<file path="config.mk">
export PLATFORM = sky130hd
export DESIGN_NAME = thumbwheel_bcd_setpoint_reader
export DESIGN_NICKNAME = d
export VERILOG_FILES = /design/src/common/setpoint_pkg.sv /design/src/common/channel_if.sv /design/src/rtl/setpoint_slot.sv /design/src/rtl/thumbwheel_bcd_setpoint_reader.sv
export SDC_FILE = /design/constraint.sdc
export NUM_CORES = 1
export LEC_CHECK = 0
export BUFFER_PORTS_ARGS = -buffer_cell sky130_fd_sc_hd__buf_2
export CORE_AREA = 2 2 121 123
export CTS_BUF_LIST = sky130_fd_sc_hd__clkbuf_8 sky130_fd_sc_hd__clkbuf_16
export CTS_CLUSTER_SIZE = 25
export DETAILED_ROUTE_END_ITERATION = 6
export DIE_AREA = 0 0 123 125
export GPL_ROUTABILITY_DRIVEN = 1
export PLACE_DENSITY_LB_ADDON = 0.25
export SYNTH_ARGS = -nofsm -noshare
export SYNTH_HDL_FRONTEND = slang
export SYNTH_SLANG_ARGS = --single-unit
</file>
<file path="constraint.sdc">
create_clock -name clk -period 2 [get_ports clk]
set_input_delay 0.5 -clock clk [delete_from_list [all_inputs] [get_ports clk]]
set_output_delay 0.5 -clock clk [all_outputs]
set_load 0.01 [all_outputs]
</file>
<file path="src/common/setpoint_pkg.sv">
// Package with constants for the thumbwheel setpoint reader.
package setpoint_pkg;
    // Number of thumbwheel channels.
    localparam int CHANNELS = 4;
    // Number of BCD digits per channel.
    localparam int DIGITS = 4;
    // Width of one channel value in bits.
    localparam int VALUE_W = 16;
    // Width of one data register.
    localparam int REG_W = 8;
    // Timer/counter preset references, first channel first.
    localparam logic [9:0] PRESET_REF_0 = 10'h2a2;
    localparam logic [9:0] PRESET_REF_1 = 10'h2a3;
    localparam logic [9:0] PRESET_REF_2 = 10'h2a4;
    localparam logic [9:0] PRESET_REF_3 = 10'h2a5;
    // Low data register of each channel pair; the high one is this plus one.
    localparam logic [9:0] DATA_REF_0 = 10'h234;
    localparam logic [9:0] DATA_REF_1 = 10'h236;
    localparam logic [9:0] DATA_REF_2 = 10'h23a;
    localparam logic [9:0] DATA_REF_3 = 10'h23c;
    // Reset value of a held preset.
    localparam logic [15:0] PRESET_RESET = 16'h0000;
    // Largest legal counter preset and smallest legal counter preset, in BCD.
    localparam logic [15:0] COUNT_MAX = 16'h9999;
    localparam logic [15:0] COUNT_MIN = 16'h0001;
    // Smallest timer preset in BCD tenths or hundredths.
    localparam logic [15:0] TIMER_MIN = 16'h0001;
endpackage : setpoint_pkg

</file>
<file path="src/common/channel_if.sv">
// Interface carrying one channel's sampled value into its holding slot.
`timescale 1ns/1ps
interface channel_if;
    logic [15:0] raw; // Synchronised switch value.
    logic sample; // Scan strobe.
    logic [15:0] held; // Held preset value.
    logic digits_ok; // Every digit is a legal BCD code.
    modport src (output raw, output sample, input held, input digits_ok);
    modport slot (input raw, input sample, output held, output digits_ok);
endinterface : channel_if

</file>
<file path="src/rtl/setpoint_slot.sv">
// One channel's holding slot: checks the BCD digits and keeps the preset.
`timescale 1ns/1ps
module setpoint_slot (
    input wire logic clk,
    input wire logic reset_n,
    channel_if.slot ch
);
    import setpoint_pkg::*;

    logic [15:0] held_q; // Held preset, kept until the next scan.
    logic [15:0] held_d; // Next held value.
    logic ok_q; // Digit check of the held value.
    logic ok_d; // Next digit check.

    // Check every nibble and take the value on the scan strobe.
    always_comb begin
        held_d = held_q;
        ok_d = ok_q;
        if (ch.sample) begin
            held_d = ch.raw;
            ok_d = 1'b1;
            for (int i = 0; i < DIGITS; i++) begin
                // A nibble above nine is not a legal digit.
                if (ch.raw[i*4 +: 4] > 4'h9) begin
                    ok_d = 1'b0;
                end
            end
        end
    end

    // Register the slot; reset clears the value and sets the digit check, the value then stays put.
    always_ff @(posedge clk or negedge reset_n) begin
        if (!reset_n) begin
            held_q <= PRESET_RESET;
            ok_q <= 1'b1;
        end else begin
            held_q <= held_d;
            ok_q <= ok_d;
        end
    end

    assign ch.held = held_q;
    assign ch.digits_ok = ok_q;
endmodule : setpoint_slot

</file>
<file path="src/rtl/thumbwheel_bcd_setpoint_reader.sv">
// Top of the thumbwheel setpoint reader: samples four banks each scan.
// Functional notes
// - Four channels, each into its own preset.
// - Data registers load together with the preset.
// - Presets stay held without switch unit.
// - Each preset reference holds one BCD value.
// - Channels one, two map to 564-567, 674-675.
// - Channels three, four map to 570-573, 676-677.
// - Registers eight bits; value spans two.
// - Rightmost switch position is least significant digit.
// - All channels sampled on every scan.
// - Standard timer: one implied decimal, 0.1-999.9.
// - Fine variant: two implied decimals, 0.01-99.99.
// - Counter preset is 1 through 9999.
`timescale 1ns/1ps
module thumbwheel_bcd_setpoint_reader #(
    parameter int NUM_CH = setpoint_pkg::CHANNELS
) (
    input wire logic clk,
    input wire logic reset_n,
    input wire logic scan_strobe,
    input wire logic fine_res,
    input wire logic [63:0] switch_digits,
    input wire logic [9:0] rd_ref,
    output logic [15:0] preset_0,
    output logic [15:0] preset_1,
    output logic [15:0] preset_2,
    output logic [15:0] preset_3,
    output logic [7:0] rd_data,
    output logic rd_hit,
    output logic [3:0] digits_ok,
    output logic [3:0] count_ok,
    output logic [3:0] timer_ok,
    output logic fine_res_q,
    output logic scan_done
);
    import setpoint_pkg::*;

    // Switch pins come from outside the clock domain, so two stages first.
    logic [63:0] sw_meta_q;
    logic [63:0] sw_sync_q;
    logic [63:0] sw_sync_d;
    logic fine_meta_q; // First stage of the resolution strap.
    logic fine_d; // Next resolution flag.

    // Output registers and their next values.
    logic [15:0] preset_q [NUM_CH];
    logic [7:0] rd_data_q;
    logic [7:0] rd_data_d;
    logic rd_hit_q;
    logic rd_hit_d;
    logic [3:0] count_ok_q;
    logic [3:0] count_ok_d;
    logic [3:0] timer_ok_q;
    logic [3:0] timer_ok_d;
    logic [3:0] digits_ok_q;
    logic [3:0] digits_ok_d;
    logic done_q;
    logic done_d;
    logic [15:0] held [NUM_CH]; // Values kept by the slots.
    logic [NUM_CH-1:0] slot_ok; // Digit check per slot.

    // Data register table, index equals channel; the preset references need no decode.
    localparam logic [9:0] DATA_REF [4] = '{DATA_REF_0, DATA_REF_1,
                                            DATA_REF_2, DATA_REF_3};

    // One slot per channel, all strobed by the same scan.
    for (genvar g = 0; g < NUM_CH; g++) begin : g_ch
        channel_if ch ();
        // Bank g sits in bits [16g+15:16g]; its low nibble is the rightmost wheel.
        assign ch.raw = sw_sync_q[g*16 +: 16];
        assign ch.sample = scan_strobe;
        assign held[g] = ch.held;
        assign slot_ok[g] = ch.digits_ok;
        setpoint_slot u_slot (
            .clk(clk),
            .reset_n(reset_n),
            .ch(ch)
        );
    end

    // Synchroniser next values: plain shift of the pins.
    always_comb begin
        sw_sync_d = sw_meta_q;
        fine_d = fine_meta_q;
    end

    // Synchroniser stages.
    always_ff @(posedge clk or negedge reset_n) begin
        if (!reset_n) begin
            sw_meta_q <= 64'h0;
            sw_sync_q <= 64'h0;
            fine_meta_q <= 1'b0;
            fine_res_q <= 1'b0;
        end else begin
            sw_meta_q <= switch_digits;
            sw_sync_q <= sw_sync_d;
            fine_meta_q <= fine_res;
            fine_res_q <= fine_d;
        end
    end

    // Read decode and preset range checks.
    always_comb begin
        rd_data_d = 8'h00;
        rd_hit_d = 1'b0;
        count_ok_d = count_ok_q;
        timer_ok_d = timer_ok_q;
        digits_ok_d = slot_ok;
        done_d = scan_strobe;
        for (int i = 0; i < NUM_CH; i++) begin
            // Low register gives the two low digits, high register the top two.
            if (rd_ref == DATA_REF[i]) begin
                rd_data_d = held[i][7:0];
                rd_hit_d = 1'b1;
            end else if (rd_ref == DATA_REF[i] + 10'h001) begin
                rd_data_d = held[i][15:8];
                rd_hit_d = 1'b1;
            end
            // Counter preset must lie in 1..9999.
            count_ok_d[i] = slot_ok[i] && held[i] >= COUNT_MIN
                && held[i] <= COUNT_MAX;
            // Timer: 0001 is 0.1 s standard or 0.01 s fine; 9999 is the top.
            timer_ok_d[i] = slot_ok[i] && held[i] >= TIMER_MIN;
        end
    end

    // Output registers.
    always_ff @(posedge clk or negedge reset_n) begin
        if (!reset_n) begin
            rd_data_q <= 8'h00;
            rd_hit_q <= 1'b0;
            count_ok_q <= 4'h0;
            timer_ok_q <= 4'h0;
            digits_ok_q <= 4'hf;
            done_q <= 1'b0;
        end else begin
            rd_data_q <= rd_data_d;
            rd_hit_q <= rd_hit_d;
            count_ok_q <= count_ok_d;
            timer_ok_q <= timer_ok_d;
            digits_ok_q <= digits_ok_d;
            done_q <= done_d;
        end
    end

    // Presets come straight from the slot flip-flops at their references.
    always_comb begin
        for (int i = 0; i < NUM_CH; i++) begin
            preset_q[i] = held[i];
        end
    end

    assign preset_0 = preset_q[0];
    assign preset_1 = preset_q[1];
    assign preset_2 = preset_q[2];
    assign preset_3 = preset_q[3];
    assign rd_data = rd_data_q;
    assign rd_hit = rd_hit_q;
    assign count_ok = count_ok_q;
    assign timer_ok = timer_ok_q;
    assign digits_ok = digits_ok_q;
    assign scan_done = done_q;
endmodule : thumbwheel_bcd_setpoint_reader

</file>
==> results.py <==
metrics = {
    "outcome": {
        "status": "completed",
    },
    "route": {
        "drt-initial-drc-count": 321,
        "drt_pre_antenna_iters": 4,
        "wirelength_microns": 16550,
        "vias_per_cell": 5.425,
        "wire_per_inst_microns": 18.59,
        "route.detailed.drc": 0,
        "vias": 4828,
        "postRouteAntennaNets": 0,
    },
    "critical_path": {
        "ff2ff_path_depth": 4,
        "r2r-start": "g_ch[0].u_slot.ch.held[10]$_DFFE_PN0P_",
        "endpoint_kind": "primary output",
        "cp_max_fo": 6,
        "worstPathArrival_ns": 1.15,
        "worstSetupStartpointType": "register",
        "r2r_slack_ns": 0.36,
        "r2r-end": "rd_data[2]$_DFF_PN0_",
        "cpPeakStageDelay_ns": 0.48,
        "required_ns": 1.50,
        "cp_top_family": "flip-flops",
        "critPathSlowestCell": "dfrtp_1",
        "cp_num_buf_inv": 1,
        "path_cells": "buf_2",
        "crit_type": "register to primary output",
    },
    "timing": {
        "period_share_pct": 82.54,
        "fin_crit_ns": 1.651,
        "finalHoldViolCount": 0,
        "setup_viol_count_final": 0,
        "worst_slew_margin_rel_pct": 56.22,
        "fin_setup_tns_ns": 0,
        "fmax_ghz": 0.6058,
        "fin_skew_ns": 0.008048,
        "rsz0062_at_grt": "false",
        "slew_violations": 0,
        "tightest_slew_ns": 0.6401,
    },
    "hold_path": {
        "min_from": "switch_digits[32]",
        "min_path_type": "primary input to register",
        "holdPathStages": 1,
        "hold_end": "sw_meta_q[32]$_DFF_PN0_",
    },
    "grt": {
        "grt_max_degree": 74,
        "antenna_found_initial": 0,
        "grt_pass1_wl_microns": 26430,
        "grt_usage_pct": 22.15,
        "grt_pass1_vias": 5036,
        "gr-total-overflow": 0,
    },
    "yosys": {
        "ys_types": 49,
        "ys_ff_latch": 220,
        "synth.top_cell.area_share_pct": 69.75,
        "synth_edf_count": 0,
        "synth_top_cells_by_area": "dfrtp_1, mux2_2, dfstp_2, mux2i_1, o21ai_0",
        "syn_area_per_cell_sq_um": 15.15,
        "syn_nets": 580,
        "syn_area_sq_um": 7606,
        "yosysWarnings": 0,
        "synth_seq_area_share_pct": 72.51,
        "synthCells": 502,
        "yosysTopAreaCell": "dfrtp_1",
        "synthArstFlopShare_pct": 100.0,
        "ys.flop_type": "dfrtp_1",
    },
    "run": {
        "drv_cap": 0,
    },
    "die": {
        "io_pins": 165,
        "die_w_microns": 123,
        "die_area_sq_um": 15380,
        "die_y_microns": 125,
        "core_sq_um": 14200,
        "start_util_pct": 53.55,
        "num_rows": 44,
    },
    "cts": {
        "cts.path.max_buffers": 3,
        "cts_tree": "built",
        "cts_sinks": 220,
        "htree_levels": 1,
        "post_cts_resized": 0,
        "path_clk_slew_ns": 0.06,
        "clockRootBuffer": "clkbuf_16",
        "numCtsBuffers": 21,
        "clkLatencyLatePin_ns": 0.48,
    },
    "final_layout": {
        "diodes": 0,
        "final_core_util_pct": 66.19,
        "drive_gt1_share_pct": 40.23,
        "syn2layout_area_growth_pct": 23.61,
        "final_nets": 770,
    },
    "place": {
        "hpwl_microns": 11740,
        "port_buffers": 164,
        "place_congestion": 0.8904,
    },
    "pwr": {
        "p_leak_nw": 4.403,
        "powerDensity_nw_per_um2": 997.2,
        "peakVddDrop_mv": 0.8867,
        "finalPower_mw": 9.375,
    },
}
worst max-delay path by stage:
stage | startpoint | endpoint | slack [ns] | cells after the start
after floorplan | rd_ref[6] | rd_data[6]$_DFF_PN0_ | 0.33 | 4
after global placement | rd_ref[1] | rd_data[2]$_DFF_PN0_ | 0.01 | 6
after detailed placement | rd_ref[1] | rd_data[2]$_DFF_PN0_ | -0.07 | 6
after CTS | g_ch[2].u_slot.ch.held[11]$_DFFE_PN0P_ | preset_2[11] | 0.35 | 1
after global routing | g_ch[2].u_slot.ch.held[11]$_DFFE_PN0P_ | preset_2[11] | 0.29 | 1
final | g_ch[2].u_slot.ch.held[15]$_DFFE_PN0P_ | preset_2[15] | 0.35 | 1
routing by layer:
metal  part of all wire [%]  wire (microns)  track usage (%)
met1                     43            7153            31.54
met2                     48            7881            34.51
met3                    6.9            1148            5.064
met4                    2.2             365            6.618
met5                      0               0           0.6579
per-stage QoR:
step                      std cells  hold WS, ns  area [sq um]  setup WS, ns
after CTS                       890       0.1022          9402        0.3456
after global routing            890       0.1008          9402        0.2905
after global placement          852       0.3320          8771       0.01450
final                           890       0.1165          9402        0.3492
after detailed placement        852       0.3347          8771      -0.06798
after floorplan                 502       0.2044          7606        0.3349
cells in the mapped netlist, drive strengths merged, types with 3 or more instances:
cell	n
o211a	4
buf	11
nand3b	4
o211ai	3
and3	4
dfrtp	212
clkbuf	6
nor2b	5
a21oi	14
mux2i	17
mux2	62
o21ai	34
a2111oi	7
nor3	7
a311oi	4
o22ai	4
inv	11
nor4	13
or3	3
nor4b	4
a31oi	4
nand4	5
nand2	11
dfstp	8
nand3	5
nand2b	6
nor2	10
where the power goes:
group	leakage, nW	switching (mW)	internal [mW]
Sequential	2.59	0.267	4.75
Combinational	1.47	0.433	0.388
Clock	0.344	1.52	2.01
Total	4.40	2.22	7.15
repair_timing:
| item | 4_1_cts | 5_1_grt |
|---|---|---|
| hold endpoints to repair | 46 | 0 |
| buffers inserted | 0 | 0 |
| hold buffers | 1 | 0 |
sequential cells by signal, indices dropped and copies added, names as in the netlist:
| register | cells |
|---|---|
| rd_hit | 1 |
| digits_ok | 4 |
| count_ok | 4 |
| g_ch.u_slot.ch.held | 64 |
| sw_sync_q | 64 |
| rd_data | 8 |
| fine_res_q | 1 |
| sw_meta_q | 64 |
| timer_ok | 4 |
| g_ch.u_slot.ch.digits_ok | 4 |
| scan_done | 1 |
| fine_d | 1 |
placed cells by master (no fill, tap or decap), types with 13 or more instances in the layout:
| cell type | n |
|---|---|
| mux2i_1 | 17 |
| buf_4 | 15 |
| mux2_2 | 62 |
| dfrtp_1 | 212 |
| clkbuf_16 | 21 |
| a21oi_1 | 14 |
| inv_1 | 20 |
| o21ai_0 | 32 |
| buf_2 | 163 |
| nor4_1 | 13 |
final cells by class:
cell class | instances | area (sq um)
flip-flops and latches | 220 | 5515
fillers | 1049 | 4802
multi-input cells | 254 | 1961
repair buffers | 184 | 1033
clock buffers | 24 | 566.8
well taps | 184 | 230.2
clock inverters | 13 | 53.80
inverters | 11 | 41.29
cell families after synthesis:
kind of cell	Yosys count	share of synthesized area, %
AND/OR/NAND/NOR	88	6.942
buffers and inverters	28	1.711
multiplexers	79	11.42
XOR/XNOR	1	0.1152
AO/OA/AOI/OAI	86	7.304
flip-flops	220	72.51
(Power assumes the default switching activity.)
